$ cat src/tcpe_pkg.sv
// Constants shared by the Type-C attach PHY enable logic.
// Assumes a single clock domain; nothing here holds a process.
package tcpe_pkg;

  // ---------------------------------------------------------------------------
  // Port counts
  // ---------------------------------------------------------------------------
  localparam int unsigned TCPE_NUM_ATTACH = 3;
  localparam int unsigned TCPE_NUM_ORIENT = 2;

  // ---------------------------------------------------------------------------
  // Pin level meanings
  // ---------------------------------------------------------------------------
  localparam logic TCPE_POL_NORMAL   = 1'h0; // Polarity select low: a 1 means attach.
  localparam logic TCPE_POL_INVERTED = 1'h1; // Polarity select high: a 0 means attach.
  localparam logic TCPE_ORIENT_B_RAW = 1'h1; // Raw orientation level that picks PHY B at normal polarity.
  localparam logic TCPE_RST_ASSERTED = 1'h0; // Level of the synchronised reset while held.

endpackage

$ cat src/tcpe_attach_phy_enable.sv
// Type-C attach and orientation decoding into SuperSpeed PHY enables.
// Assumes attach, orientation and polarity inputs are asynchronous pins
// driven by an external configuration-channel detector, and a 100 MHz clock.
`timescale 1ns/1ns
`default_nettype none

module tcpe_attach_phy_enable
  import tcpe_pkg::*;
#(
  parameter int unsigned NUM_ATTACH = TCPE_NUM_ATTACH,
  parameter int unsigned NUM_ORIENT = TCPE_NUM_ORIENT
) (
  input  wire logic                  i_clk,
  input  wire logic                  i_arst_n,
  input  wire logic                  i_ce,
  input  wire logic [NUM_ATTACH-1:0] i_attach_in,
  input  wire logic [NUM_ORIENT-1:0] i_plug_orientation_in,
  input  wire logic                  i_attach_polarity_sel,
  output logic      [NUM_ATTACH-1:0] o_ss_phy_en,
  output logic      [NUM_ORIENT-1:0] o_phy_a_en,
  output logic      [NUM_ORIENT-1:0] o_phy_b_en
);

  // ---------------------------------------------------------------------------
  // State
  // ---------------------------------------------------------------------------
  typedef struct packed {
    logic [NUM_ATTACH-1:0] att_meta;
    logic [NUM_ATTACH-1:0] att_sync;
    logic [NUM_ORIENT-1:0] ori_meta;
    logic [NUM_ORIENT-1:0] ori_sync;
    logic                  pol_meta;
    logic                  pol_sync;
    logic [NUM_ATTACH-1:0] phy_en;
    logic [NUM_ORIENT-1:0] a_en;
    logic [NUM_ORIENT-1:0] b_en;
  } tcpe_state_s;

  tcpe_state_s q;
  tcpe_state_s next_q;
  logic        rst_meta;
  logic        rst_n;

  // ---------------------------------------------------------------------------
  // Reset release
  // ---------------------------------------------------------------------------
  // Assert at once, release through two flops so no flop sees a runt release.
  // The clock enable gates this pair as well, so a reset is only released
  // while the enable is high; a frozen block therefore stays cleared, which
  // keeps every PHY off until the block really runs.
  always_ff @(posedge i_clk or negedge i_arst_n) begin
    if (!i_arst_n) begin
      rst_meta <= TCPE_RST_ASSERTED;
      rst_n    <= TCPE_RST_ASSERTED;
    end else if (i_ce) begin
      rst_meta <= ~TCPE_RST_ASSERTED;
      rst_n    <= rst_meta;
    end
  end

  // ---------------------------------------------------------------------------
  // Decode
  // ---------------------------------------------------------------------------
  // Only the second synchroniser stage feeds the decode; the detector pins
  // may change at any time, so the first stage is never looked at.
  // The price is a fixed latency of three enabled edges from a pin change to
  // the outputs, which is negligible against the time a plug takes to settle.
  // Polarity passes the same two stages, so a polarity change and a pin
  // change made together are always decoded as one consistent set.
  always_comb begin
    logic [NUM_ATTACH-1:0] attached;
    logic [NUM_ORIENT-1:0] want_b;
    attached        = '0;
    want_b          = '0;
    next_q          = q;
    next_q.att_meta = i_attach_in;
    next_q.att_sync = q.att_meta;
    next_q.ori_meta = i_plug_orientation_in;
    next_q.ori_sync = q.ori_meta;
    next_q.pol_meta = i_attach_polarity_sel;
    next_q.pol_sync = q.pol_meta;
    // Polarity high inverts the attach meaning; low passes it through.
    attached = q.att_sync ^ {NUM_ATTACH{q.pol_sync}};
    // Polarity high also inverts which level selects PHY B.
    want_b = ~(q.ori_sync ^ {NUM_ORIENT{TCPE_ORIENT_B_RAW ^ q.pol_sync}});
    // A port without attach keeps its PHY powered down.
    next_q.phy_en = attached;
    // Orientation PHYs follow the attach of the same port index only.
    next_q.a_en = attached[NUM_ORIENT-1:0] & ~want_b;
    next_q.b_en = attached[NUM_ORIENT-1:0] & want_b;
  end

  // ---------------------------------------------------------------------------
  // Registers
  // ---------------------------------------------------------------------------
  // Clock enable low freezes everything, including the synchronisers.
  always_ff @(posedge i_clk or negedge rst_n) begin
    if (!rst_n) begin
      q <= '0;
    end else if (i_ce) begin
      q <= next_q;
    end
  end

  // Outputs come straight from the registered state, so they never glitch.
  assign o_ss_phy_en = q.phy_en;
  assign o_phy_a_en  = q.a_en;
  assign o_phy_b_en  = q.b_en;

  // ---------------------------------------------------------------------------
  // Checks
  // ---------------------------------------------------------------------------
  // Each check except AST_ONE_HOT_ORIENT and AST_FREEZE relates an output to the synchronised levels one enabled edge earlier.
  // The antecedents use the second synchroniser stage, the same levels the decode sees.
  AST_ATTACH_TRACKS: assert property (@(posedge i_clk) disable iff (!rst_n)
    i_ce |=> (o_ss_phy_en == ($past(q.att_sync) ^ {NUM_ATTACH{$past(q.pol_sync)}})))
    else $error("PHY enable does not follow the attach inputs.");

  AST_NO_ATTACH_OFF: assert property (@(posedge i_clk) disable iff (!rst_n)
    (i_ce && (q.att_sync[0] == q.pol_sync)) |=> !o_ss_phy_en[0] && !o_phy_a_en[0] && !o_phy_b_en[0])
    else $error("Port 0 PHY powered without an attach.");

  AST_POL_LOW_ATTACH: assert property (@(posedge i_clk) disable iff (!rst_n)
    (i_ce && q.pol_sync == TCPE_POL_NORMAL && q.att_sync[1]) |=> o_ss_phy_en[1])
    else $error("Attach high at normal polarity did not enable PHY.");

  AST_POL_HIGH_OFF: assert property (@(posedge i_clk) disable iff (!rst_n)
    (i_ce && q.pol_sync == TCPE_POL_INVERTED && q.att_sync[2]) |=> !o_ss_phy_en[2])
    else $error("Attach high at inverted polarity left PHY on.");

  AST_POL_HIGH_B: assert property (@(posedge i_clk) disable iff (!rst_n)
    (i_ce && q.pol_sync == TCPE_POL_INVERTED && !q.att_sync[0] && !q.ori_sync[0])
      |=> o_phy_b_en[0] && !o_phy_a_en[0] && o_ss_phy_en[0])
    else $error("Inverted polarity low levels did not select PHY B.");

  AST_ONE_HOT_ORIENT: assert property (@(posedge i_clk) disable iff (!rst_n)
    ##1 ((o_phy_a_en | o_phy_b_en) == o_ss_phy_en[NUM_ORIENT-1:0]) && ((o_phy_a_en & o_phy_b_en) == '0))
    else $error("Orientation PHYs not exclusive or not gated by attach.");

  AST_POL_LOW_ORIENT: assert property (@(posedge i_clk) disable iff (!rst_n)
    (i_ce && q.pol_sync == TCPE_POL_NORMAL && q.att_sync[1])
      |=> (o_phy_b_en[1] == $past(q.ori_sync[1])) && (o_phy_a_en[1] == !$past(q.ori_sync[1])))
    else $error("Normal polarity orientation picked the wrong PHY.");

  AST_POL_HIGH_A: assert property (@(posedge i_clk) disable iff (!rst_n)
    (i_ce && q.pol_sync == TCPE_POL_INVERTED && !q.att_sync[1] && q.ori_sync[1])
      |=> o_phy_a_en[1] && !o_phy_b_en[1])
    else $error("Inverted polarity orientation high did not select PHY A.");

  AST_FREEZE: assert property (@(posedge i_clk) disable iff (!rst_n)
    !i_ce |=> $stable(o_ss_phy_en) && $stable(o_phy_a_en) && $stable(o_phy_b_en))
    else $error("Outputs moved while the clock enable was low.");

  AST_NO_ATTACH_OFF1: assert property (@(posedge i_clk) disable iff (!rst_n)
    (i_ce && (q.att_sync[1] == q.pol_sync)) |=> !o_ss_phy_en[1] && !o_phy_a_en[1] && !o_phy_b_en[1])
    else $error("Port 1 PHY powered without an attach.");

  AST_POL_LOW_DETACH: assert property (@(posedge i_clk) disable iff (!rst_n)
    (i_ce && q.pol_sync == TCPE_POL_NORMAL && !q.att_sync[0]) |=> !o_ss_phy_en[0])
    else $error("Attach low at normal polarity left PHY on.");

  AST_POL_LOW_ATTACH2: assert property (@(posedge i_clk) disable iff (!rst_n)
    (i_ce && q.pol_sync == TCPE_POL_NORMAL && q.att_sync[2]) |=> o_ss_phy_en[2])
    else $error("Attach high at normal polarity did not enable port 2 PHY.");

  AST_POL_HIGH_OFF0: assert property (@(posedge i_clk) disable iff (!rst_n)
    (i_ce && q.pol_sync == TCPE_POL_INVERTED && q.att_sync[0]) |=> !o_ss_phy_en[0] && !o_phy_a_en[0])
    else $error("Attach high at inverted polarity left port 0 PHY on.");

  AST_POL_HIGH_ON: assert property (@(posedge i_clk) disable iff (!rst_n)
    (i_ce && q.pol_sync == TCPE_POL_INVERTED && !q.att_sync[2]) |=> o_ss_phy_en[2])
    else $error("Attach low at inverted polarity did not enable PHY.");

  AST_POL_HIGH_B1: assert property (@(posedge i_clk) disable iff (!rst_n)
    (i_ce && q.pol_sync == TCPE_POL_INVERTED && !q.att_sync[1] && !q.ori_sync[1])
      |=> o_phy_b_en[1] && !o_phy_a_en[1] && o_ss_phy_en[1])
    else $error("Inverted polarity low levels did not select PHY B on port 1.");

  AST_POL_LOW_A: assert property (@(posedge i_clk) disable iff (!rst_n)
    (i_ce && q.pol_sync == TCPE_POL_NORMAL && q.att_sync[0] && !q.ori_sync[0])
      |=> o_phy_a_en[0] && !o_phy_b_en[0])
    else $error("Normal polarity orientation low did not select PHY A.");

  AST_POL_LOW_B: assert property (@(posedge i_clk) disable iff (!rst_n)
    (i_ce && q.pol_sync == TCPE_POL_NORMAL && q.att_sync[0] && q.ori_sync[0])
      |=> o_phy_b_en[0] && !o_phy_a_en[0])
    else $error("Normal polarity orientation high did not select PHY B.");

  AST_POL_HIGH_A0: assert property (@(posedge i_clk) disable iff (!rst_n)
    (i_ce && q.pol_sync == TCPE_POL_INVERTED && !q.att_sync[0] && q.ori_sync[0])
      |=> o_phy_a_en[0] && !o_phy_b_en[0])
    else $error("Inverted polarity orientation high did not select PHY A on port 0.");

  // ---------------------------------------------------------------------------
  // Synchroniser and reset checks
  // ---------------------------------------------------------------------------
  // Each stage must copy the one before it on every enabled edge; a skipped
  // stage would shorten the metastability margin without changing the decode.
  AST_ATTACH_SYNC: assert property (@(posedge i_clk) disable iff (!rst_n)
    i_ce |=> (q.att_sync == $past(q.att_meta)))
    else $error("Attach synchroniser skipped a stage.");

  AST_ORIENT_SYNC: assert property (@(posedge i_clk) disable iff (!rst_n)
    i_ce |=> (q.ori_sync == $past(q.ori_meta)))
    else $error("Orientation synchroniser skipped a stage.");

  AST_POL_SYNC: assert property (@(posedge i_clk) disable iff (!rst_n)
    i_ce |=> (q.pol_sync == $past(q.pol_meta)))
    else $error("Polarity synchroniser skipped a stage.");

  // While the internal reset is held every PHY must stay off, whatever the
  // pins say, so a board in reset draws no SuperSpeed power.
  AST_RESET_CLEARS: assert property (@(posedge i_clk)
    !rst_n |-> (o_ss_phy_en == '0) && (o_phy_a_en == '0) && (o_phy_b_en == '0))
    else $error("Outputs not cleared while reset is held.");

endmodule

`default_nettype wire

$ cat config.mk
export PLATFORM = sky130hd
export DESIGN_NAME = tcpe_attach_phy_enable
export DESIGN_NICKNAME = d
export VERILOG_FILES = /design/src/tcpe_pkg.sv /design/src/tcpe_attach_phy_enable.sv
export SDC_FILE = /design/constraint.sdc
export NUM_CORES = 1
export LEC_CHECK = 0
export BUFFER_PORTS_ARGS = -buffer_cell sky130_fd_sc_hd__buf_4
export CAP_MARGIN = 10
export CORE_UTILIZATION = 52
export DETAILED_ROUTE_END_ITERATION = 10
export MAX_ROUTING_LAYER = met4
export PLACE_DENSITY_LB_ADDON = 0.15
export SLEW_MARGIN = 25
export SYNTH_ARGS = -nofsm -noshare
export SYNTH_HDL_FRONTEND = slang
export SYNTH_SLANG_ARGS = --single-unit
$ cat constraint.sdc
create_clock -name i_clk -period 0.8 [get_ports i_clk]
set_input_delay 0.08 -clock i_clk [delete_from_list [all_inputs] [get_ports i_clk]]
set_output_delay 0.08 -clock i_clk [all_outputs]
set_load 0.005 [all_outputs]
======== Word-level counts from Yosys, hierarchy flattened ========
Index checks and enable logic that the tools add are counted.
storage, ports and cells
  bits in registers ....................... 21
  input port bits ......................... 9
  output and inout bits ................... 7
  logic and storage cells ................. 18
operators by class
  bitwise logic cells ..................... 7
operators with widths
  cell           number
  $and A2 B2 Y2  2
  $not A2 Y2     2
  $xor A3 B3 Y3  1
  $xor A2 B2 Y2  1
  $not A1 Y1     1

======== Longest topological paths before layout ========
Gate-level depths: netlist of the first run.
  depth after elaboration ................. 5
  mapped depth ............................ 4
  gate-level depth less buffers ........... 2

======== Least setup slack after synthesis of the first run ========
Ideal clock, no wire load.
  path type ............................... register to register
  start ................................... register q[7] (netlist name)
  end ..................................... register q, in the netlist o_phy_a_en[1]
  library setup time ...................... 0.082 ns
  arrival ................................. 1.005 ns
  data required time ...................... 0.718 ns
  setup slack ............................. -0.287 ns
  stages on the path, launching flop included .. 4
  buffers on the path ..................... 1
  clock period less this slack ............ 1.087 ns
  cell sequence ........................... dfrtp_1 > buf_6 > or3b_1 > a31oi_1
on the way
  longest elaborated chain between the ends .. 5
  elaborated cells on any way between the ends .. 6
  classes of those cells .................. bitwise: 6
ends and longest elaborated chain
  what                      RTL line                       text
  start: declaration        tcpe_attach_phy_enable.sv:39   tcpe_state_s q;
  start signal: assignment  tcpe_attach_phy_enable.sv:101  q <= next_q;
  $not A1 Y1 (no line)      -
  $xor A2 B2 Y2             tcpe_attach_phy_enable.sv:85   want_b = ~(q.ori_sync ^ {NUM_ORIENT{TCPE_ORIENT_B_RAW ^ q.pol_sync}});
  $not A2 Y2                tcpe_attach_phy_enable.sv:85
  $not A2 Y2                tcpe_attach_phy_enable.sv:89   next_q.a_en = attached[NUM_ORIENT-1:0] & ~want_b;
  $and A2 B2 Y2 *           tcpe_attach_phy_enable.sv:89
Mark *: on every way between the ends. The rest lies on a longest branch, timed or not.
A chain may end at the register's enable or synchronous reset.

==> results of run 1 <==
[repair_timing]
action / CTS / global route
resized for setup: 11 / 9
endpoints found under the hold margin: 6 / 2
buffers inserted: 4 / 2
setup endpoints to repair: 18 / 20
hold buffers: 5 / 2
pin swaps: 5 / 6
[logic make-up after synthesis]
family,Yosys count,share of synthesized area
mux,13,0.160
xor+xnor,3,0.0287
flops,21,0.573
buf+inv,11,0.0887
simple gates,16,0.106
compound gates,7,0.0436
[cell type report]
type / count / area, sq um
Fill cell: 101 / 304
Clock inverter: 1 / 5.00
Sequential cell: 21 / 528
Tap cell: 16 / 20.0
Clock buffer: 3 / 22.5
Multi-Input combinational cell: 39 / 350
Timing Repair Buffer: 38 / 347
[synthesized netlist by cell type (all sizes together)]
master,n
a21oi,3
a31oi,4
xnor2,3
nand3b,4
mux2,13
or3b,4
nor2,7
buf,11
or2,1
dfrtp,21
[path summary, 6_finish.rpt]
kind / cells past startpoint / slack, ns / start / endpoint
worst max-delay path: 3 / -0.26 / q[7]$_DFFE_PN0P_ / q[7]$_DFFE_PN0P_
worst min-delay path: 2 / 0.08 / i_arst_n / rst_n$_DFFE_PN0P_
worst max register to register: 3 / -0.26 / q[7]$_DFFE_PN0P_ / q[7]$_DFFE_PN0P_
worst min register to register: 1 / 0.23 / rst_n$_DFFE_PN0P_ / next_q[7]$_DFFE_PN0P_
max in group asynchronous: 1 / 0.36 / rst_n$_DFFE_PN0P_ / q[7]$_DFFE_PN0P_
min in group i_clk: 2 / 0.15 / i_ce / o_phy_a_en[0]$_DFFE_PN0P_
[sequential cells by signal (all words and copies together) (netlist names)]
signal	count
o_ss_phy_en	3
next_q	6
rst_n	1
rst_meta	1
o_phy_a_en	2
o_phy_b_en	2
q	6
[metrics by stage]
step	hold slack (ns)	setup slack, ns	setup TNS, ns
3_3_place_gp	-0.138	-0.190	-1.42
6_report	0.0755	-0.264	-2.73
4_1_cts	0.000853	-0.271	-2.82
3_5_place_dp	-0.137	-0.246	-1.62
5_1_grt	0.0653	-0.296	-3.41
2_1_floorplan	-0.216	-0.264	-1.16
[worst max-delay path: stages (launching register included)]
cell,delay (ns)
sky130_fd_sc_hd__dfrtp_2,0.45
sky130_fd_sc_hd__buf_4,0.14
sky130_fd_sc_hd__buf_6,0.12
sky130_fd_sc_hd__mux2_2,0.25
[routing by layer]
layer	part of all wire	wire length [microns]	up-vias	global-route usage
met5	0	0	-	-
met4	0.0054	8	0	0.109
met3	0.031	46	2	0.0375
met2	0.51	761	11	0.287
met1	0.45	674	291	0.220
li1	-	-	302	-
[where the power goes]
group	leakage, nW	total [mW]	internal [mW]	switching, mW
clock	0.0177	0.505	0.186	0.319
sequential	0.216	1.33	1.22	0.110
combinational	0.317	0.750	0.524	0.226
==> impl_results.html, run 1 <==
<table>
<tr><th>Metric</th><th>Value</th></tr>
<tr><th colspan="2">Floorplan</th></tr>
<tr><td>Site Rows</td><td>14</td></tr>
<tr><td>Area enclosed by the die boundary</td><td>1940 sq um</td></tr>
<tr><td>Die width</td><td>44.0 microns</td></tr>
<tr><td>Standard cell core area</td><td>1580 sq um</td></tr>
<tr><td>Initial core utilization</td><td>0.582</td></tr>
<tr><td>Die Y</td><td>44.0 microns</td></tr>
<tr><td>I/O pins</td><td>16</td></tr>
<tr><th colspan="2">Worst setup path</th></tr>
<tr><td>Crit path required time</td><td>1.00 ns</td></tr>
<tr><td>CP Launch Type</td><td>flop</td></tr>
<tr><td>Arrival time of the worst setup path</td><td>1.27 ns</td></tr>
<tr><td>Peak fanout along the critical path</td><td>7</td></tr>
<tr><td>Endpoint type of the worst setup path</td><td>flop</td></tr>
<tr><td>Class of the most critical setup path</td><td>flop to flop</td></tr>
<tr><th colspan="2">Cells and area</th></tr>
<tr><td>Most common library cell in the layout ignoring fill and taps</td><td>sky130_fd_sc_hd__buf_4</td></tr>
<tr><td>Layout cells sized above 1</td><td>0.539</td></tr>
<tr><td>Layout Utilization</td><td>0.807</td></tr>
<tr><td>Post-route cell area</td><td>1270 sq um</td></tr>
<tr><td>ANT cells</td><td>0</td></tr>
<tr><td>Final Net Count</td><td>112</td></tr>
<tr><td>Most frequent cells in the layout</td><td>20 x sky130_fd_sc_hd__buf_4, 19 x sky130_fd_sc_hd__dfrtp_1, 13 x sky130_fd_sc_hd__mux2_2</td></tr>
<tr><td>Area growth from synthesis to final layout</td><td>38.7%</td></tr>
<tr><td>Final Non-Filler Cells</td><td>118</td></tr>
<tr><th colspan="2">STA</th></tr>
<tr><td>Tmin final</td><td>1.06 ns</td></tr>
<tr><td>Maximum clock frequency</td><td>0.940 GHz</td></tr>
<tr><td>Rel. slew slack</td><td>0.844</td></tr>
<tr><td>Worst-case clock skew</td><td>0.00625 ns</td></tr>
<tr><td>Setup repair after global routing missed its margin</td><td>yes</td></tr>
<tr><td>Worst Max-Slew Pin Slew</td><td>0.235 ns</td></tr>
<tr><td>Worst setup slack after layout</td><td>-0.264 ns</td></tr>
<tr><td>Number of hold violations in the final report</td><td>0</td></tr>
<tr><td>Max Transition Viols Final</td><td>0</td></tr>
<tr><td>Final critical-path share of the clock period</td><td>1.33</td></tr>
<tr><td>Number of setup violations in the final report</td><td>20</td></tr>
<tr><th colspan="2">Clock tree</th></tr>
<tr><td>CTS tree</td><td>done</td></tr>
<tr><td>Inserted Clock Buffers</td><td>3</td></tr>
<tr><td>Clock H-tree levels</td><td>1</td></tr>
<tr><td>Clock latency of the later-clocked register in the worst-skew pair</td><td>0.30 ns</td></tr>
<tr><td>Clock Root Buffer</td><td>sky130_fd_sc_hd__clkbuf_4</td></tr>
<tr><td>Buffers from clock root to sink, at most</td><td>2</td></tr>
<tr><td>Clk pin slew, worst setup/hold paths</td><td>0.12 ns</td></tr>
<tr><td>Clk sink count</td><td>21</td></tr>
<tr><th colspan="2">Synth</th></tr>
<tr><td>Yosys warnings</td><td>0</td></tr>
<tr><td>Seq cells post-synth</td><td>21</td></tr>
<tr><td>Top cells by area, synth</td><td>sky130_fd_sc_hd__dfrtp_1 57%, sky130_fd_sc_hd__mux2_2 16%, sky130_fd_sc_hd__buf_4 6.5%</td></tr>
<tr><td>Post-synthesis area per instance</td><td>12.9 sq um</td></tr>
<tr><td>Sequential share of the synthesized area</td><td>0.573</td></tr>
<tr><td>Count of unique library cells instantiated by Yosys</td><td>12</td></tr>
<tr><td>Syn Nets</td><td>80</td></tr>
<tr><td>Area fraction of the dominant cell type after synthesis</td><td>0.573</td></tr>
<tr><td>Mapped Cells</td><td>71</td></tr>
<tr><td>Largest area contributor in the netlist</td><td>sky130_fd_sc_hd__dfrtp_1</td></tr>
<tr><td>Netlist area before placement</td><td>917 sq um</td></tr>
<tr><th colspan="2">Detailed routing</th></tr>
<tr><td>1st-iter DRT viols</td><td>2</td></tr>
<tr><td>Remaining antenna violation count</td><td>0</td></tr>
<tr><td>Per-cell routed wire length</td><td>12.6 microns</td></tr>
<tr><td>Number of detailed-routing iterations run before antenna repair</td><td>2</td></tr>
<tr><td>Detailed-route wire length</td><td>1490 microns</td></tr>
<tr><td>Number of vias in the routed layout</td><td>606</td></tr>
<tr><td>Residual DRC count</td><td>0</td></tr>
<tr><td>Number of vias per cell after detailed routing</td><td>5.14</td></tr>
<tr><th colspan="2">GRT</th></tr>
<tr><td>Global-route usage over all layers</td><td>0.184</td></tr>
<tr><td>Maximum number of pins on one net before global-route repair</td><td>20</td></tr>
<tr><td>First-pass GRT wire length</td><td>2420 microns</td></tr>
<tr><td>Number of global-route vias before repair</td><td>593</td></tr>
<tr><td>Global route overflow</td><td>0</td></tr>
<tr><td>Antenna violations before repair</td><td>0</td></tr>
<tr><th colspan="2">Min path</th></tr>
<tr><td>Min-Delay Path Class</td><td>input port to async pin</td></tr>
<tr><th colspan="2">Placed design</th></tr>
<tr><td>Dpl cells</td><td>102</td></tr>
<tr><td>Global placement routability congestion</td><td>0.710</td></tr>
<tr><td>HPWL after detailed placement</td><td>906 microns</td></tr>
<tr><td>Port Buf Inserts</td><td>15</td></tr>
<tr><td>Post-place instance area</td><td>1050 sq um</td></tr>
<tr><th colspan="2">Power</th></tr>
<tr><td>IR drop worst, VDD</td><td>1.52 mV</td></tr>
<tr><td>Leakage</td><td>0.550 nW</td></tr>
<tr><td>Tot Pwr</td><td>2.58 mW</td></tr>
<tr><td>PD cells</td><td>2030 nW/um^2</td></tr>
<tr><th colspan="2">Run</th></tr>
<tr><td>Maximum capacitance violations</td><td>0</td></tr>
<tr><th colspan="2">Run status</th></tr>
<tr><td>Violated checks</td><td>negative setup slack</td></tr>
<tr><td>Run status</td><td>finished with violations</td></tr>
</table>
Power figures use the tool's default switching activity.
==> inputs of run 2 (changes only) <==
--- a/config.mk
+++ b/config.mk
@@ -9,6 +9,7 @@
 export CAP_MARGIN = 10
 export CORE_UTILIZATION = 52
 export DETAILED_ROUTE_END_ITERATION = 10
+export HOLD_SLACK_MARGIN = 0.08
 export MAX_ROUTING_LAYER = met4
 export PLACE_DENSITY_LB_ADDON = 0.15
 export SLEW_MARGIN = 25
==> run 2 against run 1 <==
Effect of this change:
- the run still ends with negative setup slack left
- wire length grew 2.0%
- clock skew shrank 0.00053 ns
- register-to-register slack is essentially flat
- count of clock-buffer cells in the layout is the same
- sequential cell count is the same
- via count grew 0.50%
- critical path depth is the same
- total power grew 0.30%
- sequential power is essentially flat
- sequential share of layout area shrank 0.32 points
- die area is the same
- design area grew 0.79%
- highest routed layer unchanged
==> impl_results.html, run 2 (synthesized netlist as in run 1, its figures left out) <==
<table>
<tr><th>Metric</th><th>Value</th></tr>
<tr><th colspan="2">Cells and area</th></tr>
<tr><td>Final Net Count</td><td>113</td></tr>
<tr><td>Area growth from synthesis to final layout</td><td>39.8%</td></tr>
<tr><td>Most frequent cells in the layout</td><td>20 x sky130_fd_sc_hd__buf_4, 19 x sky130_fd_sc_hd__dfrtp_1, 13 x sky130_fd_sc_hd__mux2_2</td></tr>
<tr><td>Layout Utilization</td><td>0.813</td></tr>
<tr><td>Layout cells sized above 1</td><td>0.534</td></tr>
<tr><td>Final Non-Filler Cells</td><td>119</td></tr>
<tr><td>Most common library cell in the layout ignoring fill and taps</td><td>sky130_fd_sc_hd__buf_4</td></tr>
<tr><td>ANT cells</td><td>0</td></tr>
<tr><th colspan="2">GRT</th></tr>
<tr><td>Antenna violations before repair</td><td>0</td></tr>
<tr><td>Global-route usage over all layers</td><td>0.189</td></tr>
<tr><td>Number of global-route vias before repair</td><td>615</td></tr>
<tr><td>Global route overflow</td><td>0</td></tr>
<tr><td>Maximum number of pins on one net before global-route repair</td><td>20</td></tr>
<tr><td>First-pass GRT wire length</td><td>2480 microns</td></tr>
<tr><th colspan="2">STA</th></tr>
<tr><td>Number of hold violations in the final report</td><td>0</td></tr>
<tr><td>Maximum clock frequency</td><td>0.940 GHz</td></tr>
<tr><td>Worst-case clock skew</td><td>0.00572 ns</td></tr>
<tr><td>Number of setup violations in the final report</td><td>19</td></tr>
<tr><td>Final critical-path share of the clock period</td><td>1.33</td></tr>
<tr><td>Tmin final</td><td>1.06 ns</td></tr>
<tr><td>Worst Max-Slew Pin Slew</td><td>0.235 ns</td></tr>
<tr><td>Final worst hold slack</td><td>0.143 ns</td></tr>
<tr><td>Max Transition Viols Final</td><td>0</td></tr>
<tr><td>Worst setup slack after layout</td><td>-0.264 ns</td></tr>
<tr><td>Rel. slew slack</td><td>0.844</td></tr>
<tr><td>Setup repair after global routing missed its margin</td><td>yes</td></tr>
<tr><td>Fin Setup TNS</td><td>-2.73 ns</td></tr>
<tr><th colspan="2">Power</th></tr>
<tr><td>Clock share of power</td><td>0.195</td></tr>
<tr><td>Sequential power share</td><td>0.512</td></tr>
<tr><td>Leakage</td><td>0.554 nW</td></tr>
<tr><td>Switching Share</td><td>0.255</td></tr>
<tr><td>PD cells</td><td>2020 nW/um^2</td></tr>
<tr><td>IR drop worst, VDD</td><td>1.54 mV</td></tr>
<tr><td>Internal Power</td><td>1.93 mW</td></tr>
<tr><td>Combinational fraction of design power</td><td>0.293</td></tr>
<tr><td>Power spent charging and discharging nets</td><td>659 uW</td></tr>
<tr><th colspan="2">Detailed routing</th></tr>
<tr><td>Number of vias per cell after detailed routing</td><td>5.12</td></tr>
<tr><td>Detailed-route wire length</td><td>1520 microns</td></tr>
<tr><td>Number of detailed-routing iterations run before antenna repair</td><td>4</td></tr>
<tr><td>Number of vias in the routed layout</td><td>609</td></tr>
<tr><td>Residual DRC count</td><td>0</td></tr>
<tr><td>Remaining antenna violation count</td><td>0</td></tr>
<tr><td>Per-cell routed wire length</td><td>12.8 microns</td></tr>
<tr><td>1st-iter DRT viols</td><td>2</td></tr>
<tr><th colspan="2">Worst setup path</th></tr>
<tr><td>Class of the most critical setup path</td><td>flop to flop</td></tr>
<tr><td>CP Launch Type</td><td>flop</td></tr>
<tr><td>Delay of the slowest cell on the worst path</td><td>0.45 ns</td></tr>
<tr><td>Crit path required time</td><td>1.00 ns</td></tr>
<tr><td>Worst path top cell family by delay</td><td>flip-flops</td></tr>
<tr><td>Arrival time of the worst setup path</td><td>1.26 ns</td></tr>
<tr><td>Critical path cell sequence</td><td>buf_4, buf_6, mux2_2</td></tr>
<tr><td>Peak fanout along the critical path</td><td>7</td></tr>
<tr><td>Critical path's slowest cell</td><td>sky130_fd_sc_hd__dfrtp_2</td></tr>
<tr><td>Endpoint type of the worst setup path</td><td>flop</td></tr>
<tr><td>Count of buffering cells on the critical path with inverters included</td><td>2</td></tr>
<tr><td>Worst reg-to-reg setup slack</td><td>-0.26 ns</td></tr>
<tr><th colspan="2">Floorplan</th></tr>
<tr><td>Standard cell core area</td><td>1580 sq um</td></tr>
<tr><td>I/O pins</td><td>16</td></tr>
<tr><td>Initial core utilization</td><td>0.582</td></tr>
<tr><td>Site Rows</td><td>14</td></tr>
<tr><td>Die Y</td><td>44.0 microns</td></tr>
<tr><td>Die width</td><td>44.0 microns</td></tr>
<tr><td>Area enclosed by the die boundary</td><td>1940 sq um</td></tr>
<tr><th colspan="2">Min path</th></tr>
<tr><td>Min-Delay Path Class</td><td>input port to flop</td></tr>
<tr><th colspan="2">Run status</th></tr>
<tr><td>Run status</td><td>finished with violations</td></tr>
<tr><td>Violated checks</td><td>negative setup slack</td></tr>
<tr><th colspan="2">Placed design</th></tr>
<tr><td>Dpl cells</td><td>102</td></tr>
<tr><td>Port Buf Inserts</td><td>15</td></tr>
<tr><td>Worst-case setup slack after placement</td><td>-0.246 ns</td></tr>
<tr><td>HPWL after detailed placement</td><td>906 microns</td></tr>
<tr><td>Global placement routability congestion</td><td>0.710</td></tr>
<tr><th colspan="2">Run</th></tr>
<tr><td>Maximum capacitance violations</td><td>0</td></tr>
<tr><th colspan="2">Clock tree</th></tr>
<tr><td>Inserted Clock Buffers</td><td>3</td></tr>
<tr><td>Buffers from clock root to sink, at most</td><td>2</td></tr>
<tr><td>Clock latency of the later-clocked register in the worst-skew pair</td><td>0.30 ns</td></tr>
<tr><td>Clk pin slew, worst setup/hold paths</td><td>0.12 ns</td></tr>
<tr><td>Clk sink count</td><td>21</td></tr>
<tr><td>Clock H-tree levels</td><td>1</td></tr>
<tr><td>CTS tree</td><td>done</td></tr>
<tr><td>Clock Root Buffer</td><td>sky130_fd_sc_hd__clkbuf_4</td></tr>
</table>
## run 2: cell count changes in the layout (fill, tap and decap cells not counted)
cell                            delta
sky130_fd_sc_hd__dlygate4sd3_1     +1
## run 2: final cells by class
cell class	count	area, sq um
clock inverter	1	5.00
clock buffer	3	22.5
sequential	21	528
multi-input combinational	39	350
tap	16	20.0
timing repair buffer	39	357
fill	102	294
## run 2: worst reg2reg max path, cell delays in order, from the launching register on
cell                      delay, ns
sky130_fd_sc_hd__dfrtp_2       0.45
sky130_fd_sc_hd__buf_4         0.14
sky130_fd_sc_hd__buf_6         0.12
sky130_fd_sc_hd__mux2_2        0.25
## run 2: final timing paths
path,startpoint,cells after the start,to
max in group asynchronous,i_arst_n,3,rst_n$_DFFE_PN0P_
worst max-delay path,q[7]$_DFFE_PN0P_,3,q[7]$_DFFE_PN0P_
worst min register to register,rst_n$_DFFE_PN0P_,1,next_q[7]$_DFFE_PN0P_
worst max register to register,q[7]$_DFFE_PN0P_,3,q[7]$_DFFE_PN0P_
min in group asynchronous,rst_n$_DFFE_PN0P_,1,next_q[7]$_DFFE_PN0P_
worst min-delay path,i_ce,2,o_phy_a_en[0]$_DFFE_PN0P_
## run 2: power groups by stage
stage | clock [mW] | sequential [mW] | combinational, mW
after floorplan | 0 | 1.31 | 0.374
after global placement | 0 | 1.32 | 0.504
after detailed placement | 0 | 1.32 | 0.518
after CTS | 0.526 | 1.32 | 0.675
after global routing | 0.569 | 1.35 | 0.816
final | 0.506 | 1.32 | 0.758
## run 2: timing repair
action,in CTS,in global routing
hold endpoints to repair,8,0
setup buffers,4,2
setup endpoints to repair,18,20
pin swaps,5,6
gates resized for setup,11,9
hold buffers,8,0
## run 2: per-stage QoR
stage	total power, mW	instance area, sq um
2_1_floorplan	1.68	928
3_3_place_gp	1.82	1050
3_5_place_dp	1.84	1050
4_1_cts	2.52	1240
5_1_grt	2.73	1280
6_report	2.59	1280
## run 2: per-layer routing
layer | routed length, microns | vias to the layer above | track usage | part of all wire
met5 | 0 | - | - | 0
met4 | 8 | 0 | 0.109 | 0.0053
met3 | 46 | 2 | 0.0375 | 0.030
met2 | 800 | 11 | 0.304 | 0.53
met1 | 664 | 292 | 0.220 | 0.44
li1 | - | 304 | - | -
==> inputs of run 3 (changes only) <==
--- a/config.mk
+++ b/config.mk
@@ -7,7 +7,10 @@
 export LEC_CHECK = 0
 export BUFFER_PORTS_ARGS = -buffer_cell sky130_fd_sc_hd__buf_4
 export CAP_MARGIN = 10
-export CORE_UTILIZATION = 52
+export CELL_PAD_IN_SITES_DETAIL_PLACEMENT = 0
+export CELL_PAD_IN_SITES_GLOBAL_PLACEMENT = 1
+export CORE_ASPECT_RATIO = 1.4
+export CORE_UTILIZATION = 42
 export DETAILED_ROUTE_END_ITERATION = 10
 export HOLD_SLACK_MARGIN = 0.08
 export MAX_ROUTING_LAYER = met4
==> run 3 against run 2 <==
Effect of this change:
- the flow still finishes with violations (negative setup slack)
- non-clock buffer count did not move
- largest power group unchanged
- count of clock-buffer cells in the layout unchanged
- combinational power down 7.4%
- total power is 2.5% lower
- critical path type unchanged
- critical path depth is 1 lower
- clock power down 1%
- sequential share of layout area up 0.78 points
==> impl_results.html, run 3 (synthesized netlist as in run 1, its figures left out) <==
<table>
<tr><th>Metric</th><th>Value</th></tr>
<tr><th colspan="2">Placed design</th></tr>
<tr><td>Port Buf Inserts</td><td>15</td></tr>
<tr><td>Post-place instance area</td><td>1050 sq um</td></tr>
<tr><td>Dpl cells</td><td>106</td></tr>
<tr><td>Global placement routability congestion</td><td>0.659</td></tr>
<tr><td>Worst-case setup slack after placement</td><td>-0.246 ns</td></tr>
<tr><td>HPWL after detailed placement</td><td>960 microns</td></tr>
<tr><th colspan="2">Floorplan</th></tr>
<tr><td>Die Y</td><td>57.3 microns</td></tr>
<tr><td>Die width</td><td>41.5 microns</td></tr>
<tr><td>Standard cell core area</td><td>2020 sq um</td></tr>
<tr><td>I/O pins</td><td>16</td></tr>
<tr><td>Area enclosed by the die boundary</td><td>2380 sq um</td></tr>
<tr><td>Site Rows</td><td>19</td></tr>
<tr><td>Initial core utilization</td><td>0.454</td></tr>
<tr><th colspan="2">GRT</th></tr>
<tr><td>Global route overflow</td><td>0</td></tr>
<tr><td>Maximum number of pins on one net before global-route repair</td><td>20</td></tr>
<tr><td>Global-route usage over all layers</td><td>0.127</td></tr>
<tr><td>Number of global-route vias before repair</td><td>578</td></tr>
<tr><td>Antenna violations before repair</td><td>0</td></tr>
<tr><td>First-pass GRT wire length</td><td>2320 microns</td></tr>
<tr><th colspan="2">Cells and area</th></tr>
<tr><td>ANT cells</td><td>0</td></tr>
<tr><td>Final Non-Filler Cells</td><td>124</td></tr>
<tr><td>Post-route cell area</td><td>1260 sq um</td></tr>
<tr><td>Layout Utilization</td><td>0.623</td></tr>
<tr><td>Most common library cell in the layout ignoring fill and taps</td><td>sky130_fd_sc_hd__buf_4</td></tr>
<tr><td>Area growth from synthesis to final layout</td><td>37.2%</td></tr>
<tr><td>Most frequent cells in the layout</td><td>21 x sky130_fd_sc_hd__buf_4, 19 x sky130_fd_sc_hd__dfrtp_1, 13 x sky130_fd_sc_hd__mux2_2</td></tr>
<tr><td>Sequential standard cell area</td><td>528 sq um</td></tr>
<tr><td>Number of inserted filler cells in the final layout</td><td>166</td></tr>
<tr><td>Layout cells sized above 1</td><td>0.524</td></tr>
<tr><td>Area of the multi-input gates</td><td>325 sq um</td></tr>
<tr><td>Final Net Count</td><td>113</td></tr>
<tr><th colspan="2">Detailed routing</th></tr>
<tr><td>Residual DRC count</td><td>0</td></tr>
<tr><td>Per-cell routed wire length</td><td>11.1 microns</td></tr>
<tr><td>Number of vias in the routed layout</td><td>606</td></tr>
<tr><td>1st-iter DRT viols</td><td>6</td></tr>
<tr><td>Remaining antenna violation count</td><td>0</td></tr>
<tr><td>Number of vias per cell after detailed routing</td><td>4.89</td></tr>
<tr><td>Detailed-route wire length</td><td>1370 microns</td></tr>
<tr><td>Number of detailed-routing iterations run before antenna repair</td><td>3</td></tr>
<tr><th colspan="2">Power</th></tr>
<tr><td>Leakage</td><td>0.537 nW</td></tr>
<tr><td>PD cells</td><td>2000 nW/um^2</td></tr>
<tr><td>IR drop worst, VDD</td><td>1.57 mV</td></tr>
<tr><th colspan="2">Clock tree</th></tr>
<tr><td>Buffers from clock root to sink, at most</td><td>2</td></tr>
<tr><td>Clk pin slew, worst setup/hold paths</td><td>0.12 ns</td></tr>
<tr><td>Post-CTS Hold Fix Bufs</td><td>7</td></tr>
<tr><td>CTS tree</td><td>done</td></tr>
<tr><td>Inserted Clock Buffers</td><td>3</td></tr>
<tr><td>Clk sink count</td><td>21</td></tr>
<tr><td>Clock latency of the later-clocked register in the worst-skew pair</td><td>0.30 ns</td></tr>
<tr><td>Clock H-tree levels</td><td>1</td></tr>
<tr><td>Clock Root Buffer</td><td>sky130_fd_sc_hd__clkbuf_4</td></tr>
<tr><th colspan="2">Min path</th></tr>
<tr><td>Worst Min Path Start</td><td>i_plug_orientation_in[0]</td></tr>
<tr><td>Min-Delay Path Class</td><td>input port to flop</td></tr>
<tr><th colspan="2">Worst setup path</th></tr>
<tr><td>Worst path top cell family by delay</td><td>flip-flops</td></tr>
<tr><td>Source of the worst register-to-register timing path</td><td>q[7]$_DFFE_PN0P_</td></tr>
<tr><td>Critical path's slowest cell</td><td>sky130_fd_sc_hd__dfrtp_2</td></tr>
<tr><td>Peak fanout along the critical path</td><td>7</td></tr>
<tr><td>Count of buffering cells on the critical path with inverters included</td><td>0</td></tr>
<tr><td>Crit path required time</td><td>1.03 ns</td></tr>
<tr><td>Endpoint type of the worst setup path</td><td>flop</td></tr>
<tr><td>Class of the most critical setup path</td><td>flop to flop</td></tr>
<tr><td>CP Launch Type</td><td>flop</td></tr>
<tr><td>Delay of the slowest cell on the worst path</td><td>0.45 ns</td></tr>
<tr><td>Critical path cell sequence</td><td>or3b_1, a31oi_1</td></tr>
<tr><td>Arrival time of the worst setup path</td><td>1.26 ns</td></tr>
<tr><td>Launching element of the worst setup path</td><td>q[7]$_DFFE_PN0P_</td></tr>
<tr><th colspan="2">STA</th></tr>
<tr><td>Worst-case clock skew</td><td>0.00265 ns</td></tr>
<tr><td>Number of setup violations in the final report</td><td>17</td></tr>
<tr><td>Worst setup slack after layout</td><td>-0.234 ns</td></tr>
<tr><td>Fin Setup TNS</td><td>-2.45 ns</td></tr>
<tr><td>Final critical-path share of the clock period</td><td>1.29</td></tr>
<tr><td>Maximum clock frequency</td><td>0.967 GHz</td></tr>
<tr><td>Number of hold violations in the final report</td><td>0</td></tr>
<tr><td>Tmin final</td><td>1.03 ns</td></tr>
<tr><td>Max Transition Viols Final</td><td>0</td></tr>
<tr><td>Worst Max-Slew Pin Slew</td><td>0.233 ns</td></tr>
<tr><td>Rel. slew slack</td><td>0.844</td></tr>
<tr><td>Setup repair after global routing missed its margin</td><td>yes</td></tr>
<tr><th colspan="2">Run status</th></tr>
<tr><td>Violated checks</td><td>negative setup slack</td></tr>
<tr><td>Run status</td><td>finished with violations</td></tr>
<tr><th colspan="2">Run</th></tr>
<tr><td>Maximum capacitance violations</td><td>0</td></tr>
</table>
run 3: changes by cell type in the layout (fill, tap and decap cells not counted), sizes merged:
cell	before	now
buf	31	32
dlymetal6s4s	1	0
run 3: power by group:
part / internal [mW] / switching, mW
Sequential: 1.22 / 0.106
Combinational: 0.503 / 0.199
Clock: 0.186 / 0.314
run 3: what timing repair did:
| action | in CTS | in global routing |
|---|---|---|
| endpoints found under the setup margin | 17 | 19 |
| resized for setup | 13 | 1 |
| endpoints found under the hold margin | 8 | 1 |
| pin swaps | 8 | 2 |
| setup buffers | 3 | 4 |
run 3: area by class of cell:
type | instances | share of cell area
clock buffers | 3 | 0.0179
clock inverters | 1 | 0.00398
multi-input cells | 39 | 0.258
flip-flops and latches | 21 | 0.419
well taps | 21 | 0.0209
repair buffers | 39 | 0.279
run 3: path summary, 6_finish.rpt:
kind,end,slack [ns],cells past startpoint
worst max-delay path,o_phy_a_en[1]$_DFFE_PN0P_,-0.23,2
max in group asynchronous,rst_n$_DFFE_PN0P_,0.05,3
worst min register to register,q[13]$_DFFE_PN0P_,0.23,1
worst max register to register,o_phy_a_en[1]$_DFFE_PN0P_,-0.23,2
worst min-delay path,next_q[9]$_DFFE_PN0P_,0.02,2
min in group asynchronous,q[13]$_DFFE_PN0P_,0.23,1
run 3: worst reg2reg max path, stage by stage (launching register included):
cell and delay, ns:
sky130_fd_sc_hd__dfrtp_2 0.45, sky130_fd_sc_hd__or3b_1 0.38, sky130_fd_sc_hd__a31oi_1 0.13
run 3: stage by stage:
step | total power [mW] | hold WS [ns]
2_1_floorplan | 1.68 | -0.216
3_5_place_dp | 1.83 | -0.137
6_report | 2.52 | 0.0170
5_1_grt | 2.66 | 0.0175
4_1_cts | 2.50 | 0.0161
3_3_place_gp | 1.81 | -0.138
run 3: layer usage:
layer,global-route usage,part of all wire,vias up
met3,0.0190,0.025,2
met4,0.0415,0.0058,0
met5,-,0,-
met2,0.223,0.53,12
li1,-,-,303
met1,0.149,0.44,289
